File: src/rtctc_pkg.sv
// shared constants for the time counter and event flag block
package rtctc_pkg;

  // register indices as printed; byte address is four times the index
  localparam logic [15:0] IDX_CTRL   = 16'h56c0;  // clock_control_register
  localparam logic [15:0] IDX_IEN    = 16'h56c2;  // interrupt enable register
  localparam logic [15:0] IDX_FLAGS  = 16'h56c4;  // clock_event_flags
  localparam logic [15:0] IDX_MINSEC = 16'h56c6;  // minute_second_count
  localparam logic [15:0] IDX_HOUR   = 16'h56c8;  // hour_count

  localparam logic [31:0] ADDR_CTRL   = {14'h0000, IDX_CTRL, 2'h0};
  localparam logic [31:0] ADDR_IEN    = {14'h0000, IDX_IEN, 2'h0};
  localparam logic [31:0] ADDR_FLAGS  = {14'h0000, IDX_FLAGS, 2'h0};
  localparam logic [31:0] ADDR_MINSEC = {14'h0000, IDX_MINSEC, 2'h0};
  localparam logic [31:0] ADDR_HOUR   = {14'h0000, IDX_HOUR, 2'h0};

  // control register fields
  localparam int CTRL_RUN_BIT    = 0;  // count_run_control
  localparam int CTRL_FMT_BIT    = 4;  // hour_format_select, 1 = 12-hour
  localparam int CTRL_BCD_BIT    = 5;  // decimal_encoding_select
  localparam int CTRL_STATUS_BIT = 8;  // count_running_status

  // flag and enable bit positions
  localparam int FLAG_32HZ  = 0;
  localparam int FLAG_8HZ   = 1;
  localparam int FLAG_4HZ   = 2;
  localparam int FLAG_1HZ   = 3;
  localparam int FLAG_10SEC = 4;
  localparam int FLAG_1MIN  = 5;
  localparam int FLAG_10MIN = 6;
  localparam int FLAG_1HOUR = 7;
  localparam int FLAG_HALF  = 8;
  localparam int FLAG_DAY   = 9;
  localparam int NUM_FLAGS  = 10;

  // counter register fields
  localparam int SEC_LSB  = 0;
  localparam int MIN_LSB  = 8;
  localparam int HOUR_LSB = 0;
  localparam int PM_BIT   = 7;

  // divider tap positions on the tick input
  localparam int TAP_32HZ = 0;
  localparam int TAP_1HZ  = 3;
  localparam int NUM_TAPS = 4;

  // counting limits, binary and bcd
  localparam logic [6:0] MS_MAX_BIN  = 7'h3b;
  localparam logic [6:0] MS_MAX_BCD  = 7'h59;
  localparam logic [5:0] H24_MAX_BIN = 6'h17;
  localparam logic [5:0] H24_MAX_BCD = 6'h23;
  localparam logic [5:0] H12_ELEVEN_BIN = 6'h0b;
  localparam logic [5:0] H12_ELEVEN_BCD = 6'h11;
  localparam logic [5:0] H12_TWELVE_BIN = 6'h0c;
  localparam logic [5:0] H12_TWELVE_BCD = 6'h12;
  localparam logic [5:0] H12_ONE        = 6'h01;

  // values after reset
  localparam logic [9:0]  FLAGS_RESET = 10'h000;
  localparam logic [9:0]  IEN_RESET   = 10'h000;
  localparam logic [6:0]  COUNT_RESET = 7'h00;
  localparam logic [31:0] RDATA_RESET = 32'h00000000;

endpackage : rtctc_pkg

File: src/rtctc_top.sv
`timescale 1ns/1ns
module rtctc_top
(
  // clock and reset
  input  wire logic        CLOCK,
  input  wire logic        RSTN,
  // apb slave
  input  wire logic        PSEL,
  input  wire logic        PENABLE,
  input  wire logic        PWRITE,
  input  wire logic [31:0] PADDR,
  input  wire logic [31:0] PWDATA,
  output logic      [31:0] PRDATA,
  output logic             PREADY,
  output logic             PSLVERR,
  // divider taps from the slow oscillator: 32, 8, 4, 1 hz
  // asynchronous to CLOCK, so they are synchronised inside
  input  wire logic [3:0]  DIVIDER_TAPS,
  // request to the interrupt_controller
  output logic             INT_REQ
);

  // complete block state, registered as one word
  // adding a field needs no change to the register process
  typedef struct packed {
    logic        run;        // count_run_control
    logic        fmt12;      // hour_format_select
    logic        bcd;        // decimal_encoding_select
    logic        running;    // count_running_status
    logic [9:0]  ien;        // per-period enables
    logic [9:0]  flg;        // clock_event_flags
    logic [6:0]  sec;        // second_value
    logic [6:0]  min;        // minute_value
    logic [5:0]  hour;       // hour_value
    logic        pm;         // afternoon_indicator
    logic [3:0]  tap_s1;     // synchroniser first stage
    logic [3:0]  tap_s2;     // synchroniser second stage
    logic [3:0]  tap_s3;     // edge detect history
    logic [31:0] prdata;     // read data to the bus
    logic        pready;     // access completion
    logic        pslverr;    // unmapped address answer
    logic        irq;        // interrupt request
  } rtctc_state_t;

  rtctc_state_t st_q;  // current state
  rtctc_state_t st_d;  // next state

  // the counters step in whichever encoding is selected now;
  // flipping the encoding bit does not convert the stored value,
  // so software reloads the counters after changing it

  // the tens flag also fires on the wrap, as 59 to 0 is a tens rollover
  // minute/second step: returns {wrap, tens rollover, next value}
  function automatic logic [8:0] step_ms(input logic [6:0] cur, input logic bcd);
    logic [6:0] nxt;
    logic       wrap;
    logic       tens;
    nxt  = 7'h00;
    wrap = 1'b0;
    tens = 1'b0;
    // defaults cover the wrap: next value zero
    // bcd: units roll at 9 and carry into the three-bit tens digit
    if (bcd)
    begin
      if (cur == rtctc_pkg::MS_MAX_BCD)  // 59 back to 00
      begin
        wrap = 1'b1;
        tens = 1'b1;
      end
      else if (cur[3:0] == 4'h9)  // units roll into tens
      begin
        nxt  = {cur[6:4] + 3'h1, 4'h0};
        tens = 1'b1;
      end
      else
      begin
        nxt = cur + 7'h01;
      end
    end
    else
    begin
      // binary: rollover points are compared against the next value
      if (cur == rtctc_pkg::MS_MAX_BIN)  // 59 back to 0
      begin
        wrap = 1'b1;
        tens = 1'b1;
      end
      else
      begin
        nxt = cur + 7'h01;
        // binary tens rollover points
        tens = (nxt == 7'h0a) || (nxt == 7'h14) || (nxt == 7'h1e) ||
               (nxt == 7'h28) || (nxt == 7'h32);
      end
    end
    return {wrap, tens, nxt};
  endfunction : step_ms

  // day is only set on the wrap into the new morning
  // hour step: returns {day, half day, next pm, next hour}
  function automatic logic [8:0] step_hour(input logic [5:0] cur, input logic pm,
                                           input logic bcd, input logic fmt12);
    logic [5:0] nxt;
    logic [5:0] eleven;
    logic [5:0] twelve;
    logic       npm;
    logic       day;
    logic       half;
    eleven = bcd ? rtctc_pkg::H12_ELEVEN_BCD : rtctc_pkg::H12_ELEVEN_BIN;
    twelve = bcd ? rtctc_pkg::H12_TWELVE_BCD : rtctc_pkg::H12_TWELVE_BIN;
    npm    = pm;
    day    = 1'b0;
    half   = 1'b0;
    // out-of-range loads count on naturally; software keeps them legal
    // plain increment in the selected encoding
    if (bcd && (cur[3:0] == 4'h9))
      nxt = {cur[5:4] + 2'h1, 4'h0};
    else
      nxt = cur + 6'h01;
    // 12-hour: no zero hour; eleven is where morning and afternoon meet
    if (fmt12)
    begin
      if (cur == twelve)  // 12 goes to 1
      begin
        nxt = rtctc_pkg::H12_ONE;
      end
      else if (cur == eleven)  // 11 to 12 flips morning/afternoon
      begin
        npm  = ~pm;
        half = 1'b1;
        day  = pm;  // 11pm to 12am
      end
    end
    else
    begin
      // 24-hour: afternoon bit has no meaning and stays clear
      npm = 1'b0;
      if (cur == (bcd ? rtctc_pkg::H24_MAX_BCD : rtctc_pkg::H24_MAX_BIN))  // 23 to 0
      begin
        nxt  = 6'h00;
        day  = 1'b1;
        half = 1'b1;
      end
      // noon is the other half-day point
      else if (nxt == twelve)  // 11 to 12
      begin
        half = 1'b1;
      end
    end
    return {day, half, npm, nxt};
  endfunction : step_hour

  // next-state logic
  always_comb
  begin
    logic [3:0]  tick;      // one-cycle divider edges while running
    logic [9:0]  events;    // flag causes this cycle
    logic [9:0]  clr;       // write-one-to-clear mask
    logic [8:0]  sec_step;  // seconds step result
    logic [8:0]  min_step;  // minutes step result
    logic [8:0]  hr_step;   // hours step result
    logic        access;    // apb access phase
    logic        wr_done;   // write completes this edge
    logic        hit;       // address is mapped
    logic [31:0] rdata;     // read mux
    st_d     = st_q;
    events   = 10'h000;
    clr      = 10'h000;
    access   = PSEL && PENABLE;
    wr_done  = access && st_q.pready && PWRITE;
    hit      = 1'b1;
    rdata    = 32'h00000000;
    // locals get a value first so no path leaves them unset
    tick     = 4'h0;
    sec_step = 9'h000;
    min_step = 9'h000;
    hr_step  = 9'h000;

    // divider taps cross in through two flops, third flop for edges
    // the first flop may go metastable; only the second is read onward
    st_d.tap_s1 = DIVIDER_TAPS;
    st_d.tap_s2 = st_q.tap_s1;
    st_d.tap_s3 = st_q.tap_s2;
    tick = st_q.tap_s2 & ~st_q.tap_s3 & {rtctc_pkg::NUM_TAPS{st_q.running}};
    // a tap edge seen while stopped is dropped, not held for later

    // status lags run control by one cycle both ways
    // stop takes effect on the same lag, so status falls only once halted
    st_d.running = st_q.run;

    // divider period flags
    events[rtctc_pkg::FLAG_32HZ +: rtctc_pkg::NUM_TAPS] = tick;

    // time of day chain, advanced on the 1 hz edge
    sec_step = step_ms(st_q.sec, st_q.bcd);
    min_step = step_ms(st_q.min, st_q.bcd);
    hr_step  = step_hour(st_q.hour, st_q.pm, st_q.bcd, st_q.fmt12);
    // all three steps are worked out every cycle; the carries pick which land
    if (tick[rtctc_pkg::TAP_1HZ])
    begin
      st_d.sec = sec_step[6:0];
      events[rtctc_pkg::FLAG_10SEC] = sec_step[7];
      events[rtctc_pkg::FLAG_1MIN]  = sec_step[8];
      if (sec_step[8])  // carry into minutes
      begin
        st_d.min = min_step[6:0];
        events[rtctc_pkg::FLAG_10MIN] = min_step[7];
        events[rtctc_pkg::FLAG_1HOUR] = min_step[8];
        if (min_step[8])  // carry into hours
        begin
          st_d.hour = hr_step[5:0];
          st_d.pm   = hr_step[6];
          events[rtctc_pkg::FLAG_HALF] = hr_step[7];
          events[rtctc_pkg::FLAG_DAY]  = hr_step[8];
        end
      end
    end
    // loaded values can raise a flag on the very first tick after start
    // disabled causes never set their flag at all
    events = events & st_q.ien;

    // read mux, reserved bits stay zero
    // register map, one word each:
    //   control: run, format, encoding, running status
    //   enables: one bit per period; flags: write one to clear
    //   minute/second: seconds low, minutes from bit 8
    //   hour: hour low, afternoon bit above a reserved bit
    unique case (PADDR)
      rtctc_pkg::ADDR_CTRL:
      begin
        rdata[rtctc_pkg::CTRL_RUN_BIT]    = st_q.run;
        rdata[rtctc_pkg::CTRL_FMT_BIT]    = st_q.fmt12;
        rdata[rtctc_pkg::CTRL_BCD_BIT]    = st_q.bcd;
        rdata[rtctc_pkg::CTRL_STATUS_BIT] = st_q.running;
      end
      rtctc_pkg::ADDR_IEN:
        rdata[9:0] = st_q.ien;
      rtctc_pkg::ADDR_FLAGS:
        rdata[9:0] = st_q.flg;
      rtctc_pkg::ADDR_MINSEC:
      begin
        rdata[rtctc_pkg::SEC_LSB +: 7] = st_q.sec;
        rdata[rtctc_pkg::MIN_LSB +: 7] = st_q.min;
      end
      rtctc_pkg::ADDR_HOUR:
      begin
        rdata[rtctc_pkg::HOUR_LSB +: 6] = st_q.hour;
        rdata[rtctc_pkg::PM_BIT]        = st_q.pm;
      end
      default:
        hit = 1'b0;  // unmapped: error answer, zero data
    endcase

    // one wait state: ready is registered high for the second access cycle
    // data and error are captured one cycle early so they leave a flop
    // pready falls in the cycle after it rose, so an access takes two cycles
    if (access && !st_q.pready)
    begin
      st_d.pready  = 1'b1;
      st_d.prdata  = rdata;
      st_d.pslverr = !hit;
    end
    else
    begin
      st_d.pready  = 1'b0;
      st_d.prdata  = rtctc_pkg::RDATA_RESET;
      st_d.pslverr = 1'b0;
    end

    // register writes take effect at the completing edge
    // a write in the same edge as a tick wins over the count
    if (wr_done && hit)
    begin
      // the same decode as the read side, so the two cannot disagree
      unique case (PADDR)
        // status bit is read only, never written
        rtctc_pkg::ADDR_CTRL:
        begin
          st_d.run   = PWDATA[rtctc_pkg::CTRL_RUN_BIT];
          st_d.fmt12 = PWDATA[rtctc_pkg::CTRL_FMT_BIT];
          st_d.bcd   = PWDATA[rtctc_pkg::CTRL_BCD_BIT];
        end
        // enables gate new events and the request; they never clear a flag
        rtctc_pkg::ADDR_IEN:
          st_d.ien = PWDATA[9:0];
        // ones clear, zeros leave a flag alone
        rtctc_pkg::ADDR_FLAGS:
          clr = PWDATA[9:0];
        rtctc_pkg::ADDR_MINSEC:
        begin
          // a load while counting may collide with a step; software avoids it
          st_d.sec = PWDATA[rtctc_pkg::SEC_LSB +: 7];
          st_d.min = PWDATA[rtctc_pkg::MIN_LSB +: 7];
        end
        // afternoon bit may still be dropped below
        rtctc_pkg::ADDR_HOUR:
        begin
          st_d.hour = PWDATA[rtctc_pkg::HOUR_LSB +: 6];
          st_d.pm   = PWDATA[rtctc_pkg::PM_BIT];
        end
        default:
          clr = 10'h000;
      endcase
    end

    // afternoon bit held at zero whenever 24-hour format is selected
    // this also swallows a pm write while in 24-hour format
    if (!st_d.fmt12)
      st_d.pm = 1'b0;

    // new events win over a same-cycle clear
    // a clear that races a new event loses, so no event is missed
    st_d.flg = (st_q.flg & ~clr) | events;

    // request only for enabled, pending causes
    // level request: stays high until the flag or its enable is cleared
    st_d.irq = |(st_d.flg & st_d.ien);
  end

  // state register; counters also start from zero for determinism
  always_ff @(posedge CLOCK or negedge RSTN)
  begin
    if (!RSTN)
    begin
      // counters have no defined start value; zero keeps runs repeatable
      st_q         <= '0;
      st_q.flg     <= rtctc_pkg::FLAGS_RESET;
      st_q.ien     <= rtctc_pkg::IEN_RESET;
      st_q.sec     <= rtctc_pkg::COUNT_RESET;
      st_q.min     <= rtctc_pkg::COUNT_RESET;
      st_q.prdata  <= rtctc_pkg::RDATA_RESET;
    end
    else
    begin
      // every field updates on every edge; no enables
      st_q <= st_d;
    end
  end

  // outputs straight from the state flops
  assign PRDATA  = st_q.prdata;
  assign PREADY  = st_q.pready;
  assign PSLVERR = st_q.pslverr;
  assign INT_REQ = st_q.irq;

endmodule : rtctc_top

File: config.mk
export PLATFORM = sky130hd
export DESIGN_NAME = rtctc_top
export DESIGN_NICKNAME = d
export VERILOG_FILES = /design/src/rtctc_pkg.sv /design/src/rtctc_top.sv
export SDC_FILE = /design/constraint.sdc
export NUM_CORES = 1
export LEC_CHECK = 0
export BUFFER_PORTS_ARGS = -buffer_cell sky130_fd_sc_hd__buf_4
export CORE_AREA = 2 2 122 124
export CTS_CLUSTER_DIAMETER = 200
export CTS_CLUSTER_SIZE = 12
export DETAILED_ROUTE_END_ITERATION = 16
export DIE_AREA = 0 0 124 126
export PLACE_DENSITY_LB_ADDON = 0.12
export RECOVER_POWER = 100
export SLEW_MARGIN = 40
export SYNTH_ARGS = -nofsm -noshare
export SYNTH_HDL_FRONTEND = slang
export SYNTH_SLANG_ARGS = --single-unit
File: constraint.sdc
create_clock -name CLOCK -period 3.8 [get_ports CLOCK]
set_input_delay 0.38 -clock CLOCK [delete_from_list [all_inputs] [get_ports CLOCK]]
set_output_delay 0.38 -clock CLOCK [all_outputs]
set_load 0.02 [all_outputs]
=== Yosys cells after proc, flatten, opt, wreduce, memory -nomap -nowiden ===
Index checks and enable logic that the tools add are counted.

* Register bits after elaboration: 92

* Add/sub/neg operators: 6
* Equality and inequality tests: 26
* Multiplexer cells: 67
* Bitwise gates (word level): 9
* Reductions and logical operators: 19

{| class="wikitable"
|+ Operators by type and width
! operator !! count
|-
| 32-bit by 17-bit equality test with 1-bit output (second input constant) || 5
|-
| 7-bit 2-to-1 mux || 10
|-
| 7-bit by 6-bit equality test with 1-bit output (second input constant) || 6
|-
| 21-bit 2-to-1 mux || 2
|-
| 10-bit 2-to-1 mux || 4
|-
| 6-bit 2-to-1 mux || 6
|-
| 10-bit bitwise AND || 3
|-
| 7-bit by 5-bit equality test with 1-bit output (second input constant) || 4
|-
| 1-bit 2-to-1 mux || 28
|-
| 14-bit 2-to-1 mux || 2
|-
| 6-bit by 5-bit equality test with 1-bit output || 3
|-
| 17-bit 2-to-1 mux || 1
|-
| 5-bit 2-to-1 mux || 3
|-
| 7-bit by 1-bit adder with 7-bit output (second input constant) || 2
|-
| 7-bit by 4-bit equality test with 1-bit output (second input constant) || 2
|-
| 7-bit equality test (second input constant) || 2
|-
| 4-bit equality test (second input constant) || 3
|-
| 3-bit one-hot mux with 4 select lines || 1
|-
| 10-bit NOT || 1
|-
| 10-bit OR || 1
|-
| 2-bit one-hot mux with 5 select lines || 1
|-
| 10-bit OR reduction || 1
|-
| 1-bit one-hot mux with 3 select lines || 3
|-
| 4-bit bitwise AND || 2
|-
| 15 further kinds || 31
|}

=== Logic depth before layout (Yosys ltp) ===
Gate-level depths: netlist (run 1).

* Depth in word-level cells: 14
* Depth in mapped cells: 12

=== Worst setup path before layout (run 1) ===
Ideal clock, no wire load.

* Path type: input port to flip-flop
* Start point: in PADDR[13]
* End point: reg st_q, in the netlist INT_REQ
* Arrival time: 2.358 ns
* Required time: 3.671 ns
* Path slack: 1.314 ns
* Cell stages on the path: 7
* Path buffers: 0
* Cells stage by stage: nor4b_2 nand4_2 nor4_4 mux2_2 a22oi_1 nand4_1 a2111o_1

{| class="wikitable"
|+ RTL lines
! item !! line !! text
|-
| start, declared || rtctc_top.sv:11 || <nowiki>input wire logic [31:0] PADDR,</nowiki>
|-
| end signal, assigned || rtctc_top.sv:336 || <nowiki>st_q <= st_d;</nowiki>
|-
| end, declared || rtctc_top.sv:45 || <nowiki>rtctc_state_t st_q;</nowiki>
|}

==> results of run 1 <==
per-stage QoR:
| stage | cells | setup slack (ps) | utilization (%) | hold WS, ps |
|---|---|---|---|---|
| 5_1_grt | 766 | 342 | 39.5 | 143 |
| 3_3_place_gp | 750 | 796 | 38.0 | 332 |
| 6_report | 766 | 613 | 39.5 | 156 |
| 3_5_place_dp | 750 | 829 | 38.0 | 335 |
| 2_1_floorplan | 546 | 1310 | - | 84.4 |
| 4_1_cts | 766 | 846 | 40.3 | 74.1 |
state kept, by name, indices dropped and copies added, names as in the netlist:
| signal | cells |
|---|---|
| PSLVERR | 1 |
| PREADY | 1 |
| PRDATA | 15 |
| st_q | 48 |
| st_d | 9 |
| INT_REQ | 1 |
power breakdown:
part	internal (uW)	switching (uW)
sequential	806	2.96
combinational	44.0	64.4
clock	600	368
area by class of cell:
cell class | count | area [um2]
Clock buffer | 10 | 239
Sequential cell | 75 | 1880
Inverter | 27 | 101
Tap cell | 184 | 230
Timing Repair Buffer | 80 | 515
Multi-Input combinational cell | 384 | 2590
Fill cell | 1468 | 8660
Clock inverter | 6 | 95.1
cells in the mapped netlist (3+ instances only):
master	instances
sky130_fd_sc_hd__mux2_2	6
sky130_fd_sc_hd__and3_1	13
sky130_fd_sc_hd__o22ai_1	4
sky130_fd_sc_hd__o221ai_1	6
sky130_fd_sc_hd__a22oi_1	13
sky130_fd_sc_hd__ha_1	16
sky130_fd_sc_hd__nor2_1	32
sky130_fd_sc_hd__o21ai_0	24
sky130_fd_sc_hd__nand3b_1	6
sky130_fd_sc_hd__clkbuf_1	15
sky130_fd_sc_hd__inv_1	27
sky130_fd_sc_hd__nand4b_1	4
sky130_fd_sc_hd__o21a_1	8
sky130_fd_sc_hd__a21oi_1	31
sky130_fd_sc_hd__a211oi_1	5
sky130_fd_sc_hd__o31a_1	3
sky130_fd_sc_hd__mux2i_1	9
sky130_fd_sc_hd__o2111ai_1	5
sky130_fd_sc_hd__a21o_1	5
sky130_fd_sc_hd__or2_2	3
sky130_fd_sc_hd__xnor2_1	8
sky130_fd_sc_hd__nand3_1	10
sky130_fd_sc_hd__nor4_1	3
sky130_fd_sc_hd__and2_1	5
sky130_fd_sc_hd__o41ai_1	4
sky130_fd_sc_hd__o211ai_1	7
sky130_fd_sc_hd__buf_4	32
sky130_fd_sc_hd__buf_2	9
sky130_fd_sc_hd__dfrtp_1	75
sky130_fd_sc_hd__nor3_1	7
sky130_fd_sc_hd__a31oi_1	5
sky130_fd_sc_hd__nand4_1	4
sky130_fd_sc_hd__nor4b_1	6
sky130_fd_sc_hd__a222oi_1	3
sky130_fd_sc_hd__nand2_1	57
sky130_fd_sc_hd__nor4_4	4
final timing paths:
path / to / slack, ps / cells after the start
max: INT_REQ / 610 / 9
min: st_d[42] / 160 / 1
max reg2reg: INT_REQ / 710 / 9
min reg2reg: st_d[36] / 350 / 0
max in group asynchronous: st_q[49] / 2090 / 1
min in group asynchronous: st_q[57] / 540 / 1
per-layer routing:
layer | part of all wire [%] | global-route usage (%) | vias up
met5 | 0 | 0 | -
met4 | 0.98 | 5.49 | 0
met1 | 45 | 26.1 | 2043
met2 | 48 | 28.9 | 145
met3 | 5.8 | 3.62 | 10
li1 | - | - | 1993
layout by cell type, fill, tap and decap left out, types with 7 or more instances in the layout:
cell type / n
sky130_fd_sc_hd__ha_1: 16
sky130_fd_sc_hd__inv_1: 27
sky130_fd_sc_hd__buf_4: 52
sky130_fd_sc_hd__nor2_1: 32
sky130_fd_sc_hd__clkbuf_16: 9
sky130_fd_sc_hd__o21ai_0: 24
sky130_fd_sc_hd__xnor2_1: 8
sky130_fd_sc_hd__and3_1: 13
sky130_fd_sc_hd__a21oi_1: 31
sky130_fd_sc_hd__nand3_1: 10
sky130_fd_sc_hd__dfrtp_1: 75
sky130_fd_sc_hd__o211ai_1: 7
sky130_fd_sc_hd__nor3_1: 10
sky130_fd_sc_hd__a22oi_1: 13
sky130_fd_sc_hd__conb_1: 17
sky130_fd_sc_hd__mux2i_1: 9
sky130_fd_sc_hd__nand2_1: 57
sky130_fd_sc_hd__o21a_1: 8
sky130_fd_sc_hd__clkbuf_1: 22
cells by family after synthesis:
group / after synthesis
xor+xnor: 9
simple gates: 181
flops: 75
mux: 15
fa+ha+maj: 16
buf+inv: 87
compound gates: 146
other cells: 1
==> flow_summary.ini, run 1 <==
[outcome]
result_of_the_run = complete, but fails checks
failing_checks = max-capacitance violations, max-slew violations

[finish]
syn2layout_area_growth_pct = 14.9
antenna_cells_inserted = 0
drive_above_1_share_pct = 16.8
finalInstanceArea_um2 = 5650
final_nets = 666

[hold_path]
hold_start = DIVIDER_TAPS[3]
path_type_of_the_worst_min_delay_path = input pin to flip-flop

[floorplanning]
initial_cell_density_of_the_core_pct = 34.4
die_y_um = 126
io-pin-count = 108
placementRows = 44
die_width_um = 124
floorplan.die_area_um2 = 15600
core_area_um2 = 14300

[setup_path]
worstPathBufferInverterCount = 2
crit_path_max_fanout = 11
worstSetupPathType = input pin to flip-flop
worstSetupStartpointType = input pin
critical_path.max_stage_delay_ps = 1000
crit_slowest_cell = sky130_fd_sc_hd__nor3_1
critical_path_capture_point_type = flip-flop
critPathArrivalTime_ps = 3410
rr_startpoint = st_q[61]
crit_chain = clkbuf_4 > nor4_1 > nand4_2 > clkbuf_1 > nor3_1 > nand2_2 > o221ai_1 > nand4_1 > a2111o_1
worst_path_dominant_cell_family = simple AND/OR/NAND/NOR gates
worstSetupStartpoint = PADDR[26]
worst_ep_required_time_ps = 4020

[clock_network]
clock_tree_from_tritoncts = yes
cts_max_path_buffers = 2
clock-sinks = 75
postCtsSetupRepairBufs = 0
root_buffer = sky130_fd_sc_hd__clkbuf_16
cts_bufs_inserted = 9
htree_levels = 3
clk_pin_slew_worst_paths_ps = 60
ctsResizeCount = 0
insertion_delay_ps = 360
cts_hold_repair.buffers = 0

[drt]
drt_first_pass_iters = 5
drtIter0Drc = 330
drt-wirelength-per-cell_um = 18.3
postRouteWirelength_um = 14100
route.detailed.vias_per_inst = 5.47
remaining_drc_errors = 0
drt.antenna.violating_nets = 0
vias = 4191

[global_route]
grt_pass1_vias = 4057
grt_first_pass_wirelength_um = 22100
grt_max_degree = 76
grt_remaining_overflow = 0
grt_antenna_before_repair = 0
grt_util_all_layers_pct = 18.6

[run]
maxCapViolCount = 1

[synthesis]
synth.cell_area_um2 = 4920
yosysUniqueCellTypes = 78
synth_edf_count = 0
synth-simple-area-share_pct = 22.4
muxShareOfSynthArea_pct = 3.21
synthTopCellsByArea = sky130_fd_sc_hd__dfrtp_1 (38%), sky130_fd_sc_hd__buf_4 (4.9%), sky130_fd_sc_hd__nand2_1 (4.4%)
synth-xor-area-share_pct = 1.60
synth_compound_area_share_pct = 20.8
post_synth_inst_count = 530
ys.warnings.count = 0
synth_top_area_cell = sky130_fd_sc_hd__dfrtp_1
synth_top_family_by_area = simple AND/OR/NAND/NOR gates
dominantRegCellSynth = sky130_fd_sc_hd__dfrtp_1
seq_area_frac_synth_pct = 38.2
synth_top_area_share_pct = 38.2
synthArstFlopShare_pct = 100
synth-seq-cells = 75
synth_adder_area_share_pct = 4.07
synth_area_per_cell_um2 = 9.28

[timing]
min_period_ps = 3190
worst_slew_margin_rel_pct = -28.7
setup_viol = 0
maxSlewViolCount = 76
achievable-frequency_ghz = 0.314
finalHoldViolCount = 0
timing_worst_slew_pin_value_ps = 1930
finalClockSkew_ps = 12.3
final.period_utilization_pct = 83.9
grt_setup_unrepaired = false
setup_total_negative_slack_ps = 0

[pwr]
powerDensity_nw_per_um2 = 334
power.static_leakage_uw = 0.00250
vdd_drop_max_mv = 0.204
post_layout_total_power_uw = 1890

[placement]
post-dp-hpwl_um = 10200
finalWeightedCongestion = 0.838
port_buffers = 73
dpl_cell_area_um2 = 5440
Note: power is estimated with default switching activity, not from simulation.
==> run 2, diff against run 1 <==
==> constraint.sdc (replaced) <==
create_clock -name CLOCK -period 3.27 [get_ports CLOCK]
set_input_delay 0.327 -clock CLOCK [delete_from_list [all_inputs] [get_ports CLOCK]]
set_output_delay 0.327 -clock CLOCK [all_outputs]
set_load 0.02 [all_outputs]
==> run 2 against run 1 <==
  * The flow still finishes with violations (max-capacitance violations, max-slew violations)
  * Utilization fell by 0.38 points
  * Worst setup slack got worse by 210 ps
  * Via count barely moved
  * Die area did not move
  * Global-route usage fell by 0.098 points
  * Register-to-register slack got worse by 310 ps
  * Clock power fell by 3.1%
  * Sequential power rose by 16%
  * First-iteration DRC count rose by 14%
  * Critical path type is now flip-flop to flip-flop
  * Highest routed layer unchanged
==> flow_summary.ini, run 2 (synthesis results as in run 1) <==
[setup_path]
worstSetupStartpointType = flip-flop
regToRegEndpoint = st_q[47]
critPathArrivalTime_ps = 3160
critical_path_capture_point_type = flip-flop
worstSetupPathType = flip-flop to flip-flop
worst-r2r-setup-slack_ps = 400
crit_path_max_fanout = 12
timing.reg2reg.worst_path_depth = 8
crit_path_end = st_q[47]
rr_startpoint = st_q[61]
worstSetupStartpoint = st_q[61]
worst_ep_required_time_ps = 3550

[finish]
antenna_cells_inserted = 0
final_nets = 670
layout_common_cells = sky130_fd_sc_hd__dfrtp_1 (75), sky130_fd_sc_hd__nand2_1 (58), sky130_fd_sc_hd__buf_4 (55)
drive_above_1_share_pct = 16.7
final_util_pct = 39.1
max_flop_register = st_q
layout.cells.most_common = sky130_fd_sc_hd__dfrtp_1
largest_reg_flops = 48
syn2layout_area_growth_pct = 13.8
fillers = 1485

[pwr]
internal_power_uw = 1520
power.share.combinational_pct = 6.2
vdd_drop_max_mv = 0.244
power.static_leakage_uw = 0.00247
powerDensity_nw_per_um2 = 358
power.net_switching_uw = 478
power.share.switching_pct = 23.9
power_frac_seq_pct = 47.0
clock_power_share_pct = 46.9

[global_route]
grt_max_degree = 76
grt_antenna_before_repair = 0
grt_pass1_vias = 4072
grt_util_all_layers_pct = 18.5
grt_remaining_overflow = 0
grt_first_pass_wirelength_um = 21800

[clock_network]
cts_hold_repair.buffers = 0
ctsResizeCount = 0
clock-sinks = 75
clk_pin_slew_worst_paths_ps = 60
htree_levels = 3
clock_tree_from_tritoncts = yes
root_buffer = sky130_fd_sc_hd__clkbuf_16
insertion_delay_ps = 350
cts_max_path_buffers = 2
postCtsSetupRepairBufs = 0
cts_bufs_inserted = 9

[hold_path]
path_type_of_the_worst_min_delay_path = input pin to flip-flop
hold_start = DIVIDER_TAPS[0]

[floorplanning]
io-pin-count = 108
die_y_um = 126
placementRows = 44
floorplan.die_area_um2 = 15600
die_width_um = 124
core_area_um2 = 14300
initial_cell_density_of_the_core_pct = 34.4

[timing]
min_period_ps = 2870
maxSlewViolCount = 76
timing_worst_slew_pin_value_ps = 1880
setup_total_negative_slack_ps = 0
worst_slew_margin_rel_pct = -25.2
finalHoldWorstSlack_ps = 108
achievable-frequency_ghz = 0.348
setup_viol = 0
finalHoldViolCount = 0
grt_setup_unrepaired = false
final.period_utilization_pct = 87.8
worst_setup_slack_final_ps = 399
finalClockSkew_ps = 9.38

[placement]
finalWeightedCongestion = 0.854
pre_cts_ws_ps = 446
post-dp-hpwl_um = 10300
port_buffers = 73

[outcome]
result_of_the_run = complete, but fails checks
failing_checks = max-capacitance violations, max-slew violations

[drt]
remaining_drc_errors = 0
drtIter0Drc = 375
vias = 4187
drt.antenna.violating_nets = 0
drt-wirelength-per-cell_um = 18.0
postRouteWirelength_um = 13900
route.detailed.vias_per_inst = 5.44
drt_first_pass_iters = 5

[run]
maxCapViolCount = 1
-- run 2: changes by cell type in the layout (fill, tap and decap cells not counted), moves of 2 or more --
cell / before / now
sky130_fd_sc_hd__buf_4: 52 / 55
sky130_fd_sc_hd__bufinv_16: 2 / 0
sky130_fd_sc_hd__clkinv_4: 2 / 0
sky130_fd_sc_hd__clkinvlp_4: 0 / 3
sky130_fd_sc_hd__nor4_1: 4 / 6
sky130_fd_sc_hd__nor4_4: 4 / 2
-- run 2: per-layer routing --
| metal | wire length [um] | share of wire [%] | track usage (%) | vias up |
|---|---|---|---|---|
| met2 | 6470 | 47 | 28.2 | 131 |
| met1 | 6360 | 46 | 25.7 | 2026 |
| met4 | 250 | 1.8 | 6.81 | 0 |
| met5 | 0 | 0 | 0 | - |
| li1 | - | - | - | 2007 |
| met3 | 776 | 5.6 | 3.76 | 23 |
-- run 2: metrics by stage --
stage | instances | cell area [um2] | total power, uW
after floorplan | 546 | 4980 | 1010
after global routing | 770 | 5590 | 2090
after detailed placement | 754 | 5470 | 1090
after global placement | 754 | 5460 | 1090
final | 770 | 5590 | 2000
after CTS | 770 | 5750 | 2040
-- run 2: cell type report --
class                      count  area [um2]  area share [%]
clock buffer                  11         243            4.34
multi-input combinational    384        2560            45.8
timing repair buffer          84         543            9.71
sequential                    75        1880            33.5
tap                          184         230            4.12
clock inverter                 5        36.3           0.649
inverter                      27         101            1.81
-- run 2: power groups by stage --
stage / clock network (uW) / logic [uW] / registers (uW)
4_1_cts: 966 / 132 / 940
5_1_grt: 1020 / 137 / 940
3_5_place_dp: 0 / 131 / 957
2_1_floorplan: 0 / 52.6 / 958
3_3_place_gp: 0 / 129 / 957
6_report: 938 / 123 / 940
-- run 2: how the worst min path moves through the flow --
stage	endpoint	slack, ps	cells past startpoint
global route	st_d[41]	90	1
detailed placement	st_d[37]	340	0
finish	st_d[39]	110	1
CTS	PRDATA[4]	40	1
global placement	st_d[37]	330	0
floorplan	INT_REQ	30	0
-- run 2: critical path: stages (launching register included) --
cell and delay (ps):
sky130_fd_sc_hd__dfrtp_1 550, sky130_fd_sc_hd__ha_1 470, sky130_fd_sc_hd__nand4b_1 180, sky130_fd_sc_hd__a21oi_1 290
sky130_fd_sc_hd__and4_1 430, sky130_fd_sc_hd__clkbuf_1 430, sky130_fd_sc_hd__o2111ai_1 180, sky130_fd_sc_hd__nand3_1 110
sky130_fd_sc_hd__o211a_1 160
==> run 3, diff against run 2 <==
--- a/config.mk
+++ b/config.mk
@@ -5,13 +5,15 @@
 export SDC_FILE = /design/constraint.sdc
 export NUM_CORES = 1
 export LEC_CHECK = 0
+export ABC_AREA = 1
 export BUFFER_PORTS_ARGS = -buffer_cell sky130_fd_sc_hd__buf_4
 export CORE_AREA = 2 2 122 124
 export CTS_CLUSTER_DIAMETER = 200
 export CTS_CLUSTER_SIZE = 12
 export DETAILED_ROUTE_END_ITERATION = 16
 export DIE_AREA = 0 0 124 126
-export PLACE_DENSITY_LB_ADDON = 0.12
+export HOLD_SLACK_MARGIN = 0.08
+export PLACE_DENSITY = 0.56
 export RECOVER_POWER = 100
 export SLEW_MARGIN = 40
 export SYNTH_ARGS = -nofsm -noshare
==> run 3 against run 2 <==
  * Critical path depth grew 5
  * Global-route usage grew 0.41 points
  * The flow still finishes with violations (max-capacitance violations, max-slew violations)
  * First-iteration DRC count grew 1.6%
==> flow_summary.ini, run 3 <==
[drt]
drtIter0Drc = 381
drt.antenna.violating_nets = 0
drt-wirelength-per-cell_um = 14.9
vias = 4662
drt_first_pass_iters = 6
remaining_drc_errors = 0
postRouteWirelength_um = 14000
route.detailed.vias_per_inst = 4.99

[global_route]
grt_antenna_before_repair = 0
grt_pass1_vias = 4522
grt_max_degree = 76
grt_first_pass_wirelength_um = 22700
grt_util_all_layers_pct = 18.9
grt_remaining_overflow = 0

[timing]
grt_setup_unrepaired = false
finalHoldViolCount = 0
maxSlewViolCount = 76
setup_total_negative_slack_ps = 0
worst_slew_margin_rel_pct = -26.5
min_period_ps = 2630
finalClockSkew_ps = 11.4
final.period_utilization_pct = 80.3
achievable-frequency_ghz = 0.381
timing_worst_slew_pin_value_ps = 1900
setup_viol = 0
worst_setup_slack_final_ps = 643

[finish]
antenna_cells_inserted = 0
final_nets = 835
drive_above_1_share_pct = 12.1
syn2layout_area_growth_pct = 17.0
layout.cells.most_common = sky130_fd_sc_hd__nand2_1
layout_common_cells = sky130_fd_sc_hd__nand2_1 (183), sky130_fd_sc_hd__inv_1 (86), sky130_fd_sc_hd__dfrtp_1 (75)
largest_reg_flops = 48
max_flop_register = st_q

[setup_path]
worstSetupPathType = input pin to flip-flop
worst_ep_required_time_ps = 3450
critical_path_capture_point_type = flip-flop
crit_path_max_fanout = 18
worstSetupStartpointType = input pin
critPathArrivalTime_ps = 2810

[pwr]
power.static_leakage_uw = 0.00291
vdd_drop_max_mv = 0.278
powerDensity_nw_per_um2 = 380

[placement]
port_buffers = 73
finalWeightedCongestion = 0.883
post-dp-hpwl_um = 10300
pre_cts_ws_ps = 700

[clock_network]
clk_pin_slew_worst_paths_ps = 60
clock_tree_from_tritoncts = yes
insertion_delay_ps = 350
cts_max_path_buffers = 2
cts_bufs_inserted = 9
ctsResizeCount = 0
htree_levels = 3
root_buffer = sky130_fd_sc_hd__clkbuf_16
clock-sinks = 75

[synthesis]
synth.cell_area_um2 = 4930
dominantRegCellSynth = sky130_fd_sc_hd__dfrtp_1
synth.top_cells.by_count = sky130_fd_sc_hd__nand2_1 (181), sky130_fd_sc_hd__inv_1 (83), sky130_fd_sc_hd__dfrtp_1 (75), sky130_fd_sc_hd__nor2_1 (66), sky130_fd_sc_hd__nand3_1 (49)
synthArstFlopShare_pct = 100
synth_area_per_cell_um2 = 7.21
synth.most_common_cell = sky130_fd_sc_hd__nand2_1
synthTopCellsByArea = sky130_fd_sc_hd__dfrtp_1 (38%), sky130_fd_sc_hd__nand2_1 (14%), sky130_fd_sc_hd__inv_1 (6.3%)
seq_area_frac_synth_pct = 38.1
post_synth_inst_count = 684
synth_top_area_share_pct = 38.1
synth-seq-cells = 75
yosysUniqueCellTypes = 43
synth_top_area_cell = sky130_fd_sc_hd__dfrtp_1
ys.warnings.count = 0
synth_edf_count = 0

[floorplanning]
die_width_um = 124
initial_cell_density_of_the_core_pct = 34.5
placementRows = 44
io-pin-count = 108
floorplan.die_area_um2 = 15600
core_area_um2 = 14300
die_y_um = 126

[hold_path]
path_type_of_the_worst_min_delay_path = input pin to flip-flop

[outcome]
result_of_the_run = complete, but fails checks
failing_checks = max-capacitance violations, max-slew violations

[run]
maxCapViolCount = 1
run 3: cell types whose count changed after synthesis, moves of 9 or more:
cell,previous run,this run
sky130_fd_sc_hd__a21oi_1,31,22
sky130_fd_sc_hd__clkbuf_1,15,5
sky130_fd_sc_hd__inv_1,27,83
sky130_fd_sc_hd__nand3_1,10,49
sky130_fd_sc_hd__o21ai_0,24,46
sky130_fd_sc_hd__nor2_1,32,66
sky130_fd_sc_hd__nand2_1,57,181
sky130_fd_sc_hd__and3_1,13,0
run 3: cells by family (layout without fill, tap and decap cells):
kind of cell,after synthesis,in the layout,synth area share [%]
muxes,1,1,0.203
adders and majority gates,16,16,4.06
xor gates and xnor gates,6,6,1.07
buffers and inverters,135,186,13.2
AOI/OAI and AO/OA,109,109,12.8
other,1,17,0.0760
DFF,75,75,38.1
and+or+nand+nor,341,341,30.6
run 3: stage by stage:
step           power, uW  std cells  hold slack (ps)  util (%)  cell area [um2]
2_1_floorplan       1010        700             31.4         -             4990
3_3_place_gp        1080        914              333      38.3             5480
4_1_cts             2220        935              191      41.0             5870
6_report            2190        935              198      40.3             5770
5_1_grt             2260        935              204      40.3             5770
3_5_place_dp        1080        914              339      38.3             5490
run 3: final timing paths:
path                            startpoint  endpoint  slack, ps  cells after the start
worst min register to register    st_d[39]  st_d[35]        340                      0
min in group asynchronous             RSTN  st_q[57]       1050                      2
worst min-delay path            PWDATA[14]  st_q[60]        200                      3
max in group asynchronous             RSTN  st_q[66]       1110                      2
worst max-delay path             PADDR[31]  st_q[54]        640                     13
worst max register to register    st_q[88]  st_q[49]        650                      9
run 3: per-layer routing:
metal	routed length, um	vias to the layer above	track usage (%)
li1	-	2287	-
met5	0	-	0
met3	730	38	3.62
met2	6370	144	28.9
met1	6350	2193	25.5
met4	520	0	9.12
run 3: area by class of cell:
cell class	instances	area (um2)
Timing Repair Buffer	82	558
Inverter	88	330
Clock inverter	5	83.8
Clock buffer	11	253
Multi-Input combinational cell	490	2440
Sequential cell	75	1880
Fill cell	1477	8540
Tap cell	184	230
run 3: where the power goes:
part | total, uW | leakage (uW) | switching (uW) | internal (uW)
Sequential | 940 | 0.000872 | 3.15 | 937
Clock | 1130 | 0.000158 | 414 | 713
Combinational | 124 | 0.00188 | 72.4 | 51.3
Total | 2190 | 0.00291 | 490 | 1700
run 3: timing repair:
| action | 4_1_cts | 5_1_grt |
|---|---|---|
| endpoints found under the hold margin | 79 | 0 |
| setup buffers | 0 | 0 |
| hold buffers | 5 | 0 |
run 3: critical path, cell delays in order:
cell                      delay [ps]
sky130_fd_sc_hd__buf_4           110
sky130_fd_sc_hd__nor2_1           90
sky130_fd_sc_hd__nand2_1          70
sky130_fd_sc_hd__nor2_2           90
sky130_fd_sc_hd__nand2_1         290
sky130_fd_sc_hd__nor2_4          470
sky130_fd_sc_hd__inv_1           250
sky130_fd_sc_hd__nand3_4         280
sky130_fd_sc_hd__nand2_4         180
sky130_fd_sc_hd__nor2_4          130
sky130_fd_sc_hd__inv_1           240
sky130_fd_sc_hd__nor2_1          180
sky130_fd_sc_hd__a31oi_1          60
